==> src/rtl/dcms_defines.vh <==
// Shared constants for the dual source clock monitor and selector.
`ifndef DCMS_DEFINES_VH
`define DCMS_DEFINES_VH

// ********************************************************************
// Clock rates
// ********************************************************************
`define DCMS_SYS_CLK_HZ      50000000
`define DCMS_ONCHIP_NOM_HZ   307200
`define DCMS_STABLE_PCT      5
`define DCMS_PERCENT         100

// ********************************************************************
// Divider widths and taps
// ********************************************************************
`define DCMS_QUAD_W          2
`define DCMS_QUAD_BIT        1
`define DCMS_LONG_W          12
`define DCMS_SETTLE_BIT      11
`define DCMS_OUTSIDE_REF_CLOCK_LONG_BIT   8
`define DCMS_ONCHIP_REF_CLOCK_LONG_BIT   5

// ********************************************************************
// Activity and stability counts
// ********************************************************************
`define DCMS_MISS_LIMIT      2'h2
`define DCMS_GOOD_LIMIT      2'h2
`define DCMS_PER_W           9

`endif

==> src/rtl/dcms_top.v <==
// Clock source enable, crystal settle timer, clock monitor and glitch-free selector.
//
// How it works
// - Crystal amplifier enabled only with outside_gen_on set and no stop mode.
// - Outside clock input path enabled only with outside_gen_on and no stop.
// - Monitor flags a clock dead when it stops or runs too slow.
// - monitor_on sets only with both generators on and both stable.
// - Once on, monitor stays on although a stable indication drops.
// - Reference divide ratios follow low_freq_crystal_sel once outside is stable.
// - Both clocks always divided by four; long divider placed by crystal select.
// - Long divider held cleared while outside_gen_active is clear.
// - Before stable, long divider counts outside_clock; outside reference is off.
// - Falling edge of settle clock, after 4096 cycles, sets outside_gen_stable.
// - Losing outside stability returns long divider to settle duty.
// - onchip_clock_dead after two silent outside reference low phases.
// - onchip_gen_stable after two in-range period measurements; cleared otherwise.
// - outside_clock_dead after two silent onchip reference low phases.
// - outside_gen_stable clears when outside_gen_on clears or clock dead.
// - Selector takes outside clock on select one, onchip clock on zero.
// - Select writes take effect only with both generators on and target stable.
// - halved_out_clock is the selected clock divided by two.
// - Switch finishes old clock, holds low, then follows new clock.
// - Switch selects onchip clock during reset.
// - Monitor forces dead side off and selects the live clock.
// - Generator active only while its on bit set and clocks not halted.
`timescale 1ns/100ps
`default_nettype none
`include "dcms_defines.vh"

module dcms_top #(
  parameter SYS_CLK_HZ    = `DCMS_SYS_CLK_HZ,
  parameter ONCHIP_NOM_HZ = `DCMS_ONCHIP_NOM_HZ,
  parameter STABLE_PCT    = `DCMS_STABLE_PCT
) (
  // Clock and reset
  input  wire sys_clk,
  input  wire reset_n,
  // Configuration and control
  input  wire outside_gen_on,
  input  wire onchip_gen_on,
  input  wire stop_mode,
  input  wire low_freq_crystal_sel,
  input  wire monitor_on_req,
  input  wire source_write,
  input  wire source_write_val,
  input  wire clock_fail_clr,
  // Clock inputs
  input  wire osc_in_pin,
  input  wire onchip_clock_in,
  input  wire onchip_base_in,
  // Enables
  output reg  amp_enable_r,
  output reg  input_path_enable_r,
  output reg  all_clocks_halt_r,
  output reg  outside_gen_active_r,
  output reg  onchip_gen_active_r,
  // Derived clocks
  output reg  outside_clock_r,
  output reg  outside_ref_clock_r,
  output reg  onchip_ref_clock_r,
  output reg  crystal_settle_clock_r,
  output reg  selected_osc_clock_r,
  output reg  halved_out_clock_r,
  // Status
  output reg  outside_gen_stable_r,
  output reg  onchip_gen_stable_r,
  output wire outside_clock_dead,
  output wire onchip_clock_dead,
  output reg  monitor_on_r,
  output reg  source_select_r,
  output reg  clock_fail_r
);

  // ******************************************************************
  // Period window for the onchip stability measurement
  // ******************************************************************
  localparam integer NOM_PER = SYS_CLK_HZ / ONCHIP_NOM_HZ;
  localparam integer TOL_PER = (NOM_PER * STABLE_PCT) / `DCMS_PERCENT;
  localparam [`DCMS_PER_W-1:0] PER_LO = NOM_PER[`DCMS_PER_W-1:0] - TOL_PER[`DCMS_PER_W-1:0];
  localparam [`DCMS_PER_W-1:0] PER_HI = NOM_PER[`DCMS_PER_W-1:0] + TOL_PER[`DCMS_PER_W-1:0];
  localparam [`DCMS_PER_W-1:0] PER_MAX = {`DCMS_PER_W{1'b1}};

  // Sampled clock levels and their previous values.
  reg onchip_base_r;
  reg onchip_clock_r;
  reg ext_prev_r;
  reg base_prev_r;
  reg onchip_clock_prev_r;
  reg sel_prev_r;

  // Stability measurement.
  reg [`DCMS_PER_W-1:0] per_cnt_r;
  reg [1:0]             good_r;

  // Switch synchronisers, one chain per clock side.
  reg sel_e1_r;
  reg sel_e2_r;
  reg sel_i1_r;
  reg sel_i2_r;

  wire [`DCMS_QUAD_W-1:0] ext_quad;
  wire [`DCMS_QUAD_W-1:0] base_quad;
  wire [`DCMS_LONG_W-1:0] long_cnt;

  wire halt_nxt    = stop_mode;
  wire ext_on_nxt  = outside_gen_on & ~halt_nxt;
  wire int_on_nxt  = onchip_gen_on & ~halt_nxt;
  wire ext_fall    = ext_prev_r & ~outside_clock_r;
  wire base_fall   = base_prev_r & ~onchip_base_r;
  wire onchip_clock_fall   = onchip_clock_prev_r & ~onchip_clock_r;
  wire both_active = outside_gen_active_r & onchip_gen_active_r;

  // The long divider runs on the outside clock while settling or in fast
  // crystal mode, and on the onchip base clock for a slow crystal.
  wire long_on_ext = ~outside_gen_stable_r | ~low_freq_crystal_sel;
  wire long_step   = long_on_ext ? ext_fall : base_fall;
  wire outside_gen_stable_drop   = outside_gen_stable_r & (~outside_gen_on | outside_clock_dead);
  wire long_clr    = ~outside_gen_active_r | outside_gen_stable_drop;
  wire settle_fall = crystal_settle_clock_r & ~long_cnt[`DCMS_SETTLE_BIT];

  wire force_int   = monitor_on_r & outside_clock_dead;
  wire force_ext   = monitor_on_r & onchip_clock_dead;
  wire per_ok      = (per_cnt_r >= PER_LO) && (per_cnt_r <= PER_HI);

  // ******************************************************************
  // Dividers
  // ******************************************************************
  dcms_count #(
    .W (`DCMS_QUAD_W)
  ) u_ext_quad (
    .sys_clk (sys_clk),
    .reset_n (reset_n),
    .clr     (~outside_gen_active_r),
    .step    (ext_fall),
    .cnt_r   (ext_quad)
  );

  dcms_count #(
    .W (`DCMS_QUAD_W)
  ) u_base_quad (
    .sys_clk (sys_clk),
    .reset_n (reset_n),
    .clr     (~onchip_gen_active_r),
    .step    (base_fall),
    .cnt_r   (base_quad)
  );

  dcms_count #(
    .W (`DCMS_LONG_W)
  ) u_long (
    .sys_clk (sys_clk),
    .reset_n (reset_n),
    .clr     (long_clr),
    .step    (long_step),
    .cnt_r   (long_cnt)
  );

  // ******************************************************************
  // Activity detectors
  // ******************************************************************
  dcms_activity #(
    .MISS_LIMIT (`DCMS_MISS_LIMIT)
  ) u_onchip_act (
    .sys_clk  (sys_clk),
    .reset_n  (reset_n),
    .enable   (both_active),
    .ref_lvl  (outside_ref_clock_r),
    .mon_fall (base_fall),
    .dead_r   (onchip_clock_dead)
  );

  dcms_activity #(
    .MISS_LIMIT (`DCMS_MISS_LIMIT)
  ) u_outside_act (
    .sys_clk  (sys_clk),
    .reset_n  (reset_n),
    .enable   (both_active),
    .ref_lvl  (onchip_ref_clock_r),
    .mon_fall (ext_fall),
    .dead_r   (outside_clock_dead)
  );

  // ******************************************************************
  // Enables and clock sampling
  // ******************************************************************
  // Clock inputs are sampled at the system rate; an onchip clock above a
  // half of the system rate cannot be followed faithfully.
  always @(posedge sys_clk) begin
    if (!reset_n) begin
      amp_enable_r         <= 1'b0;
      input_path_enable_r  <= 1'b0;
      all_clocks_halt_r    <= 1'b0;
      outside_gen_active_r <= 1'b0;
      onchip_gen_active_r  <= 1'b0;
      outside_clock_r      <= 1'b0;
      onchip_base_r        <= 1'b0;
      onchip_clock_r       <= 1'b0;
      ext_prev_r           <= 1'b0;
      base_prev_r          <= 1'b0;
      onchip_clock_prev_r          <= 1'b0;
    end else begin
      all_clocks_halt_r    <= halt_nxt;
      amp_enable_r         <= ext_on_nxt;
      input_path_enable_r  <= ext_on_nxt;
      outside_gen_active_r <= ext_on_nxt;
      onchip_gen_active_r  <= int_on_nxt;
      outside_clock_r      <= osc_in_pin & ext_on_nxt;
      onchip_base_r        <= onchip_base_in & int_on_nxt;
      onchip_clock_r       <= onchip_clock_in & int_on_nxt;
      ext_prev_r           <= outside_clock_r;
      base_prev_r          <= onchip_base_r;
      onchip_clock_prev_r          <= onchip_clock_r;
    end
  end

  // ******************************************************************
  // Reference clocks and crystal settle timer
  // ******************************************************************
  always @(posedge sys_clk) begin
    if (!reset_n) begin
      outside_ref_clock_r    <= 1'b0;
      onchip_ref_clock_r     <= 1'b0;
      crystal_settle_clock_r <= 1'b0;
      outside_gen_stable_r   <= 1'b0;
    end else begin
      if (!outside_gen_stable_r) begin
        outside_ref_clock_r    <= 1'b0;
        onchip_ref_clock_r     <= base_quad[`DCMS_QUAD_BIT];
        crystal_settle_clock_r <= long_cnt[`DCMS_SETTLE_BIT];
      end else if (low_freq_crystal_sel) begin
        outside_ref_clock_r    <= ext_quad[`DCMS_QUAD_BIT];
        onchip_ref_clock_r     <= long_cnt[`DCMS_ONCHIP_REF_CLOCK_LONG_BIT];
        crystal_settle_clock_r <= 1'b0;
      end else begin
        outside_ref_clock_r    <= long_cnt[`DCMS_OUTSIDE_REF_CLOCK_LONG_BIT];
        onchip_ref_clock_r     <= base_quad[`DCMS_QUAD_BIT];
        crystal_settle_clock_r <= 1'b0;
      end
      // Losing the generator or the clock itself wins over a settle edge.
      if (!outside_gen_on || outside_clock_dead || !outside_gen_active_r) begin
        outside_gen_stable_r <= 1'b0;
      end else if (!outside_gen_stable_r && settle_fall) begin
        outside_gen_stable_r <= 1'b1;
      end
    end
  end

  // ******************************************************************
  // Onchip stability measurement
  // ******************************************************************
  always @(posedge sys_clk) begin
    if (!reset_n || !onchip_gen_active_r || onchip_clock_dead) begin
      per_cnt_r           <= {`DCMS_PER_W{1'b0}};
      good_r              <= 2'h0;
      onchip_gen_stable_r <= 1'b0;
    end else if (base_fall) begin
      per_cnt_r <= {{(`DCMS_PER_W-1){1'b0}}, 1'b1};
      if (!per_ok) begin
        good_r              <= 2'h0;
        onchip_gen_stable_r <= 1'b0;
      end else if (good_r == `DCMS_GOOD_LIMIT - 2'h1) begin
        onchip_gen_stable_r <= 1'b1;
      end else begin
        good_r <= good_r + 2'h1;
      end
    end else if (per_cnt_r != PER_MAX) begin
      per_cnt_r <= per_cnt_r + {{(`DCMS_PER_W-1){1'b0}}, 1'b1};
    end
  end

  // ******************************************************************
  // Monitor enable and source select
  // ******************************************************************
  always @(posedge sys_clk) begin
    if (!reset_n) begin
      monitor_on_r    <= 1'b0;
      source_select_r <= 1'b0;
      clock_fail_r    <= 1'b0;
    end else begin
      if (!monitor_on_req) begin
        monitor_on_r <= 1'b0;
      end else if (!monitor_on_r && onchip_gen_on && outside_gen_on &&
                   onchip_gen_stable_r && outside_gen_stable_r) begin
        monitor_on_r <= 1'b1;
      end
      if (force_int && source_select_r) begin
        source_select_r <= 1'b0;
      end else if (force_ext && !source_select_r) begin
        source_select_r <= 1'b1;
      end else if (source_write && onchip_gen_on && outside_gen_on &&
                   (source_write_val ? outside_gen_stable_r : onchip_gen_stable_r)) begin
        source_select_r <= source_write_val;
      end
      // A new failure in the clearing cycle keeps the flag up.
      if ((force_int && source_select_r) || (force_ext && !source_select_r)) begin
        clock_fail_r <= 1'b1;
      end else if (clock_fail_clr) begin
        clock_fail_r <= 1'b0;
      end
    end
  end

  // ******************************************************************
  // Glitch-free switch and divide by two
  // ******************************************************************
  // Each chain advances on its own clock's falling edge, so the gate opens
  // and closes while that clock is low; a monitor force clears a chain at once.
  always @(posedge sys_clk) begin
    if (!reset_n) begin
      sel_e1_r <= 1'b0;
      sel_e2_r <= 1'b0;
      sel_i1_r <= 1'b1;
      sel_i2_r <= 1'b1;
    end else begin
      if (force_int) begin
        sel_e1_r <= 1'b0;
        sel_e2_r <= 1'b0;
      end else if (ext_fall) begin
        sel_e1_r <= (source_select_r | force_ext) & ~sel_i2_r;
        sel_e2_r <= sel_e1_r;
      end
      if (force_ext) begin
        sel_i1_r <= 1'b0;
        sel_i2_r <= 1'b0;
      end else if (onchip_clock_fall) begin
        sel_i1_r <= (~source_select_r | force_int) & ~sel_e2_r;
        sel_i2_r <= sel_i1_r;
      end
    end
  end

  always @(posedge sys_clk) begin
    if (!reset_n) begin
      selected_osc_clock_r <= 1'b0;
      sel_prev_r           <= 1'b0;
      halved_out_clock_r   <= 1'b0;
    end else begin
      selected_osc_clock_r <= (outside_clock_r & sel_e2_r) |
                              (onchip_clock_r & sel_i2_r);
      sel_prev_r           <= selected_osc_clock_r;
      if (selected_osc_clock_r && !sel_prev_r) begin
        halved_out_clock_r <= ~halved_out_clock_r;
      end
    end
  end

endmodule // dcms_top

`default_nettype wire

==> src/rtl/dcms_count.v <==
// Free running step counter with synchronous clear, used for the divide-by-four and long clock dividers.
`timescale 1ns/100ps
`default_nettype none

module dcms_count #(
  parameter W = 2
) (
  // Clock and reset
  input  wire         sys_clk,
  input  wire         reset_n,
  // Control
  input  wire         clr,
  input  wire         step,
  // Count
  output reg  [W-1:0] cnt_r
);

  always @(posedge sys_clk) begin
    if (!reset_n || clr) begin
      cnt_r <= {W{1'b0}};
    end else if (step) begin
      cnt_r <= cnt_r + {{(W-1){1'b0}}, 1'b1};
    end
  end

endmodule // dcms_count

`default_nettype wire

==> src/rtl/dcms_activity.v <==
// Activity detector: watches one clock against the low phases of a reference.
`timescale 1ns/100ps
`default_nettype none
`include "dcms_defines.vh"

module dcms_activity #(
  parameter [1:0] MISS_LIMIT = `DCMS_MISS_LIMIT
) (
  // Clock and reset
  input  wire sys_clk,
  input  wire reset_n,
  // Inputs
  input  wire enable,
  input  wire ref_lvl,
  input  wire mon_fall,
  // Status
  output reg  dead_r
);

  reg       ref_prev_r;
  reg       seen_r;
  reg [1:0] miss_r;

  always @(posedge sys_clk) begin
    if (!reset_n || !enable) begin
      // Starting high keeps a reference that is already high at enable from
      // passing for the end of a low phase, which would count a false miss.
      ref_prev_r <= 1'b1;
      seen_r     <= 1'b0;
      miss_r     <= 2'h0;
      dead_r     <= 1'b0;
    end else begin
      ref_prev_r <= ref_lvl;
      if (!ref_lvl && mon_fall) begin
        seen_r <= 1'b1;
        miss_r <= 2'h0;
        dead_r <= 1'b0;
      end else if (ref_lvl && !ref_prev_r) begin
        // A low phase of the reference has just ended.
        seen_r <= 1'b0;
        if (seen_r) begin
          miss_r <= 2'h0;
        end else if (miss_r == MISS_LIMIT - 2'h1) begin
          dead_r <= 1'b1;
        end else begin
          miss_r <= miss_r + 2'h1;
        end
      end
    end
  end

endmodule // dcms_activity

`default_nettype wire

==> config.mk <==
export PLATFORM = sky130hd
export DESIGN_NAME = dcms_top
export DESIGN_NICKNAME = d
export VERILOG_FILES = /design/src/rtl/dcms_top.v /design/src/rtl/dcms_count.v /design/src/rtl/dcms_activity.v
export VERILOG_INCLUDE_DIRS = /design/src /design/src/rtl
export SDC_FILE = /design/constraint.sdc
export NUM_CORES = 1
export LEC_CHECK = 0
export CAP_MARGIN = 20
export CORE_MARGIN = 8
export CORE_UTILIZATION = 50
export DETAILED_ROUTE_END_ITERATION = 16
export DONT_BUFFER_PORTS = 1
export SLEW_MARGIN = 25
export SYNTH_ARGS = -nofsm -noshare
export SYNTH_HDL_FRONTEND = slang
export SYNTH_SLANG_ARGS = --single-unit
==> constraint.sdc <==
create_clock -name sys_clk -period 2.7 [get_ports sys_clk]
set_input_delay 0.405 -clock sys_clk [delete_from_list [all_inputs] [get_ports sys_clk]]
set_output_delay 0.405 -clock sys_clk [all_outputs]
set_load 0.01 [all_outputs]
==> results.ini, run 1 <==
[clock_network]
clkLatencyLatePin_ps=330
ctsResizeCount=0
postCtsHoldBufs=0
clock-root-buffer=clkbuf_8
post-cts-setup-buffer-count=0
clkTransAtPathRegs_ps=70
cts_tree=built
htreeDepth=3
cts_sinks=61
numCtsBuffers=9
clockBufferDepth=2

[worst_hold_path]
min-delay-start=reset_n
hold_class=in -> reg
whs_path_depth=1
holdPathEnd=sel_i2_r

[timing]
hold_viol_final=0
setup_tns_ps=0
worstMarginPinSlew_ps=796
fin_skew_ps=8.56
finalSetupViolCount=0
min_period_ps=1850
max_clock_freq_ghz=0.541
relSlewSlack_pct=45.9
rsz0062_at_grt=false
drv_slew=0
post-route-period-util_pct=68.4

[route]
drt_pass1_iterations=4
drc_errors=0
wl_per_cell_um=13.9
topRoutingLayerUsed=met4
drt-initial-drc-count=96
wl_met2_mm=2.28
drt-total-wl_mm=5.16
vias=1966
wl_met1_mm=2.45
antenna_left=0
wl_met3_um=364
vias_per_cell=5.28

[setup_path]
r2r-start=outside_gen_stable_r
worstPathMaxFanout=17
reg2reg_depth=4
cp.arrival_ps=2110
reg2reg_setup_slack_ps=850
regToRegEndpoint=u_long.cnt_r[4]
path_class=reg -> reg
cp.required_ps=2960
worstSetupEndpointType=flop
cp-start-kind=flop

[placed_design]
gp_congestion=0.803
portBuffers=0
place_area_sq_um=2670
dp_hpwl_mm=3.68

[floorplan]
die_x_um=88.6
dieArea_sq_um=7860
core_region_area_sq_um=5110
die_h_um=88.6
start_util_pct=51.7
rows=26
io-pin-count=31

[layout]
num_antenna_cells=0
area_delta_synth_final_pct=10.5
drive_gt1_share_pct=6.95
num-fill-cells=474
final_cell_area_sq_um=2920
nets=318

[synth]
async_flop_share_pct=0
syn_inst=295
netlist_area_sq_um=2640
synth_top_area_share_pct=46.3
synth_top_area_cell=dfxtp_1
synth_cell_type_count=43
avgSynthCellArea_sq_um=8.95
syn-num-nets=315
yosys_warnings=0
synth_edf_count=0
ys_seq_area_share_pct=46.3
synth_area_leaders=dfxtp_1 46%, nor2_1 4.8%, a21oi_1 4.6%, nand2_1 4.4%, nand2b_1 3.6%
synth_top_flop_cell=dfxtp_1
ys_ff_latch=61

[grt]
grt_pass1_vias=1820
grt_max_degree=22
antenna_found_initial=0
grtUsageTotal_pct=14.5
grt_pass1_wl_mm=8.59
grt_remaining_overflow=0

[flow_run]
maxCapViolations=0

[outcome]
status=finished, final reports clean

[power_and_ir_drop]
pwr-share-seq_pct=47.1
p_sw_share_pct=18.8
power.switching_uw=363
p_int_uw=1570
ir_drop_uv=313
leakagePower_uw=0.00100
clkPwrFrac_pct=51.7
comb_power_share_pct=1.2
power-per-cell-area_nw_per_um2=664

-- cell usage in the layout, fill, tap and decap left out, types with 2 or more instances in the layout --
cell type	netlist	routed
a21oi_1	24	24
nor2_1	34	34
o2111ai_1	3	3
a21o_1	4	4
nand3_1	8	8
mux2i_1	9	9
nand4_1	3	3
or4_1	3	3
nor4_1	4	4
and2_1	10	10
bufinv_16	0	3
or3_1	4	4
nor3_1	2	2
a211oi_1	2	2
nand2_1	31	31
clkbuf_8	0	11
nand2b_1	15	15
xor2_1	6	6
and3b_1	2	2
dfxtp_1	61	61
xnor2_1	7	7
ha_1	7	7
nand4b_1	3	3
nor2b_1	3	3
nor3b_1	2	2
o21ai_0	11	11
o31ai_1	7	7
inv_1	8	8
-- layer usage --
metal  up-vias  GRT usage, %
met3         7          5.20
li1       1028             -
met2        45          21.6
met5         -             0
met4         0          9.22
met1       886          17.2
-- kinds of logic (layout without fill, tap and decap cells) --
group | after synthesis | count (layout) | synth area share (%)
xor+xnor | 13 | 13 | 4.31
simple gates | 133 | 133 | 26.3
buf+inv | 16 | 23 | 3.27
flops | 61 | 61 | 46.3
compound gates | 55 | 55 | 12.6
fa+ha+maj | 7 | 7 | 3.32
mux | 10 | 10 | 3.94
-- registers in the layout (all words and copies together), names as in the netlist, 2 cells and up --
register and flops:
u_onchip_act.miss_r 2, u_base_quad.cnt_r 2, u_ext_quad.cnt_r 2, u_long.cnt_r 12, u_outside_act.miss_r 2, good_r 2, per_cnt_r 9
-- how the worst max path moves through the flow --
| stage | start | end | depth (start not counted) |
|---|---|---|---|
| 3_5_place_dp | outside_gen_active_r | u_long.cnt_r[11] | 4 |
| 6_report | outside_gen_stable_r | u_long.cnt_r[4] | 4 |
| 2_1_floorplan | per_cnt_r[0] | per_cnt_r[7] | 9 |
| 5_1_grt | outside_gen_stable_r | u_long.cnt_r[4] | 4 |
| 4_1_cts | outside_gen_active_r | u_long.cnt_r[11] | 4 |
| 3_3_place_gp | outside_gen_stable_r | u_long.cnt_r[4] | 4 |
-- final cells by class --
| type | instances | area [sq um] | share of cell area (%) |
|---|---|---|---|
| tap | 70 | 87.6 | 3.00 |
| inverter | 8 | 30.0 | 1.03 |
| sequential | 61 | 1220 | 41.9 |
| multi-input combinational | 218 | 1330 | 45.6 |
| clock inverter | 4 | 95.1 | 3.26 |
| clock buffer | 11 | 151 | 5.19 |
-- per-stage QoR --
step / hold WS (ps) / util [%] / worst slack (ps) / std cells / total power, uW
after detailed placement: 443 / 52.3 / 886 / 357 / 956
final: 154 / 57.1 / 852 / 372 / 1940
after CTS: 128 / 57.1 / 875 / 372 / 1960
after global placement: 446 / 52.3 / 922 / 357 / 955
after global routing: 128 / 57.1 / 668 / 372 / 2010
after floorplan: 430 / - / 1060 / 295 / 955
-- worst max-delay path: stages, from the launching register on --
cell and delay [ps]:
dfxtp_1 620, nand2_4 80, mux2i_2 670, nand4b_1 220, mux2i_1 180
-- power groups by stage --
| stage | sequential [uW] | combinational [uW] | clock, uW |
|---|---|---|---|
| after floorplan | 930 | 24.5 | 0 |
| after global placement | 933 | 22.6 | 0 |
| after detailed placement | 933 | 22.9 | 0 |
| after CTS | 912 | 23.0 | 1030 |
| after global routing | 913 | 25.8 | 1070 |
| final | 912 | 22.7 | 1000 |
-- Yosys cell counts (2+ instances only) --
master	instances
nand4b_1	3
or4_1	3
nor2_1	34
dfxtp_1	61
o21ai_0	11
and2_1	10
nor3_1	2
a21o_1	4
o2111ai_1	3
nor4_1	4
or3_1	4
buf_6	2
nand3_1	8
nand2b_1	15
inv_1	8
xnor2_1	7
ha_1	7
and3b_1	2
nand4_1	3
clkbuf_1	3
o31ai_1	7
nand2_1	31
mux2i_1	9
buf_4	3
a21oi_1	24
a211oi_1	2
nor2b_1	3
nor3b_1	2
xor2_1	6
Power figures use the tool's default switching activity.
==> run 2, diff against run 1 <==
- clock period: 2.7 -> 1.71 ns (I/O delays scaled with it)
==> results.ini, run 2 (same netlist as run 1, synthesis figures left out) <==
[outcome]
status=finished, final reports clean

[setup_path]
cp.arrival_ps=1820
r2r-start=outside_clock_r
critPathMaxStageDelay_ps=510
worstSetupEndpointType=flop
path_cells=and2b_2, mux2i_2, buf_4, or4_1, a21oi_1
reg2reg_setup_slack_ps=140
cp-start-kind=flop
cpMaxStageDelayCell=or4_1
path_class=reg -> reg
reg2reg_depth=5
cp.required_ps=1960
regToRegEndpoint=u_long.cnt_r[9]
worstPathMaxFanout=17

[route]
vias_per_cell=5.18
drc_errors=0
antenna_left=0
drt-total-wl_mm=5.25
drt-initial-drc-count=109
drt_pass1_iterations=4
vias=2011
wl_per_cell_um=13.5

[floorplan]
dieArea_sq_um=7860
start_util_pct=51.7
die_x_um=88.6
rows=26
io-pin-count=31
die_h_um=88.6
core_region_area_sq_um=5110

[grt]
grtUsageTotal_pct=14.5
grt_remaining_overflow=0
grt_pass1_vias=1920
grt_max_degree=22
antenna_found_initial=0
grt_pass1_wl_mm=8.89

[power_and_ir_drop]
power-per-cell-area_nw_per_um2=944
p_int_uw=2270
p_sw_share_pct=20.0
clkPwrFrac_pct=47.6
leakagePower_uw=0.00106
comb_power_share_pct=1.7
ir_drop_uv=597
power_uw=2830
pwr-share-seq_pct=50.8
power.switching_uw=566

[worst_hold_path]
holdPathEnd=sel_i2_r
min-delay-start=reset_n
whs_path_depth=1
hold_class=in -> reg

[timing]
worstMarginPinSlew_ps=398
fin_skew_ps=9.06
post-route-period-util_pct=91.9
relSlewSlack_pct=73.2
setup_tns_ps=0
max_clock_freq_ghz=0.636
min_period_ps=1570
setup_slack_ps=138
finalSetupViolCount=0
drv_slew=0
hold_viol_final=0

[layout]
final_common_cell=dfxtp_1
nets=333
final_cell_mix=61 x dfxtp_1, 33 x nor2_1, 31 x nand2_1
largest_reg_flops=12
num-fill-cells=453
top_regs=u_long.cnt_r: 12 flops, per_cnt_r: 9 flops
top_register=u_long.cnt_r
drive_gt1_share_pct=11.6
area_delta_synth_final_pct=13.7
num_antenna_cells=0

[clock_network]
clkTransAtPathRegs_ps=70
clock-root-buffer=clkbuf_8
cts_tree=built
htreeDepth=3
numCtsBuffers=9
clockBufferDepth=2
clkLatencyLatePin_ps=330
cts_sinks=61

[placed_design]
dp_hpwl_mm=3.88
gp_congestion=0.833
portBuffers=0
pre_cts_slack_ps=131

[flow_run]
maxCapViolations=0

==> run 2: cell types whose count changed in the layout (fill, tap and decap cells not counted), sizes merged <==
cell	change
clkinv	+2
bufinv	-1
dlygate4sd3	+1
buf	+14
==> run 2: per-layer routing <==
layer  wire, um  part of all wire (%)  global-route usage, %
met5          0                     0                      0
met4         71                   1.4                   6.91
met3        338                   6.4                   4.09
met2       2320                    44                   22.6
met1       2520                    48                   17.9
==> run 2: critical path: cells and delay by family, from the launching register on <==
kind / cells / cell delay (ps)
flip-flops: 1 / 310
multiplexers: 1 / 80
AND/OR/NAND/NOR: 2 / 770
AO/OA/AOI/OAI: 1 / 150
buffers and inverters: 1 / 190
==> run 2: what timing repair did <==
action | CTS | global route
setup buffers | 0 | 1
gates resized for setup | 0 | 3
hold buffers | 1 | 0
endpoints found under the hold margin | 1 | 0
setup endpoints to repair | 0 | 3
==> run 2: cell type report <==
class | instances | area [sq um] | area share (%)
clock buffers | 11 | 131 | 4.38
inverters | 8 | 30.0 | 1.00
well taps | 70 | 87.6 | 2.92
multi-input cells | 218 | 1340 | 44.6
clock inverters | 5 | 75.1 | 2.50
flip-flops and latches | 61 | 1220 | 40.7
repair buffers | 15 | 115 | 3.84
==> run 2: power by group through the flow <==
| stage | logic, uW | registers [uW] | clock network [uW] |
|---|---|---|---|
| after floorplan | 38.7 | 1470 | 0 |
| after global placement | 44.5 | 1470 | 0 |
| after detailed placement | 45.0 | 1470 | 0 |
| after CTS | 47.6 | 1440 | 1370 |
| after global routing | 53.5 | 1440 | 1440 |
| final | 47.0 | 1440 | 1350 |
==> run 2: worst max path at each step <==
stage	start	to	depth (start not counted)
after floorplan	per_cnt_r[0]	per_cnt_r[7]	9
after global placement	per_cnt_r[0]	per_cnt_r[7]	8
after detailed placement	per_cnt_r[0]	per_cnt_r[7]	8
after CTS	per_cnt_r[0]	per_cnt_r[5]	8
after global routing	per_cnt_r[1]	per_cnt_r[3]	8
final	outside_clock_r	u_long.cnt_r[9]	5
==> run 2: metrics by stage <==
| stage | utilization (%) | instances | hold WS [ps] | cell area, sq um |
|---|---|---|---|---|
| 2_1_floorplan | - | 295 | 378 | 2640 |
| 3_3_place_gp | 54.2 | 370 | 339 | 2770 |
| 3_5_place_dp | 54.2 | 370 | 343 | 2770 |
| 4_1_cts | 58.4 | 387 | 1.57 | 2980 |
| 5_1_grt | 58.7 | 388 | 5.50 | 3000 |
| 6_report | 58.7 | 388 | 17.0 | 3000 |
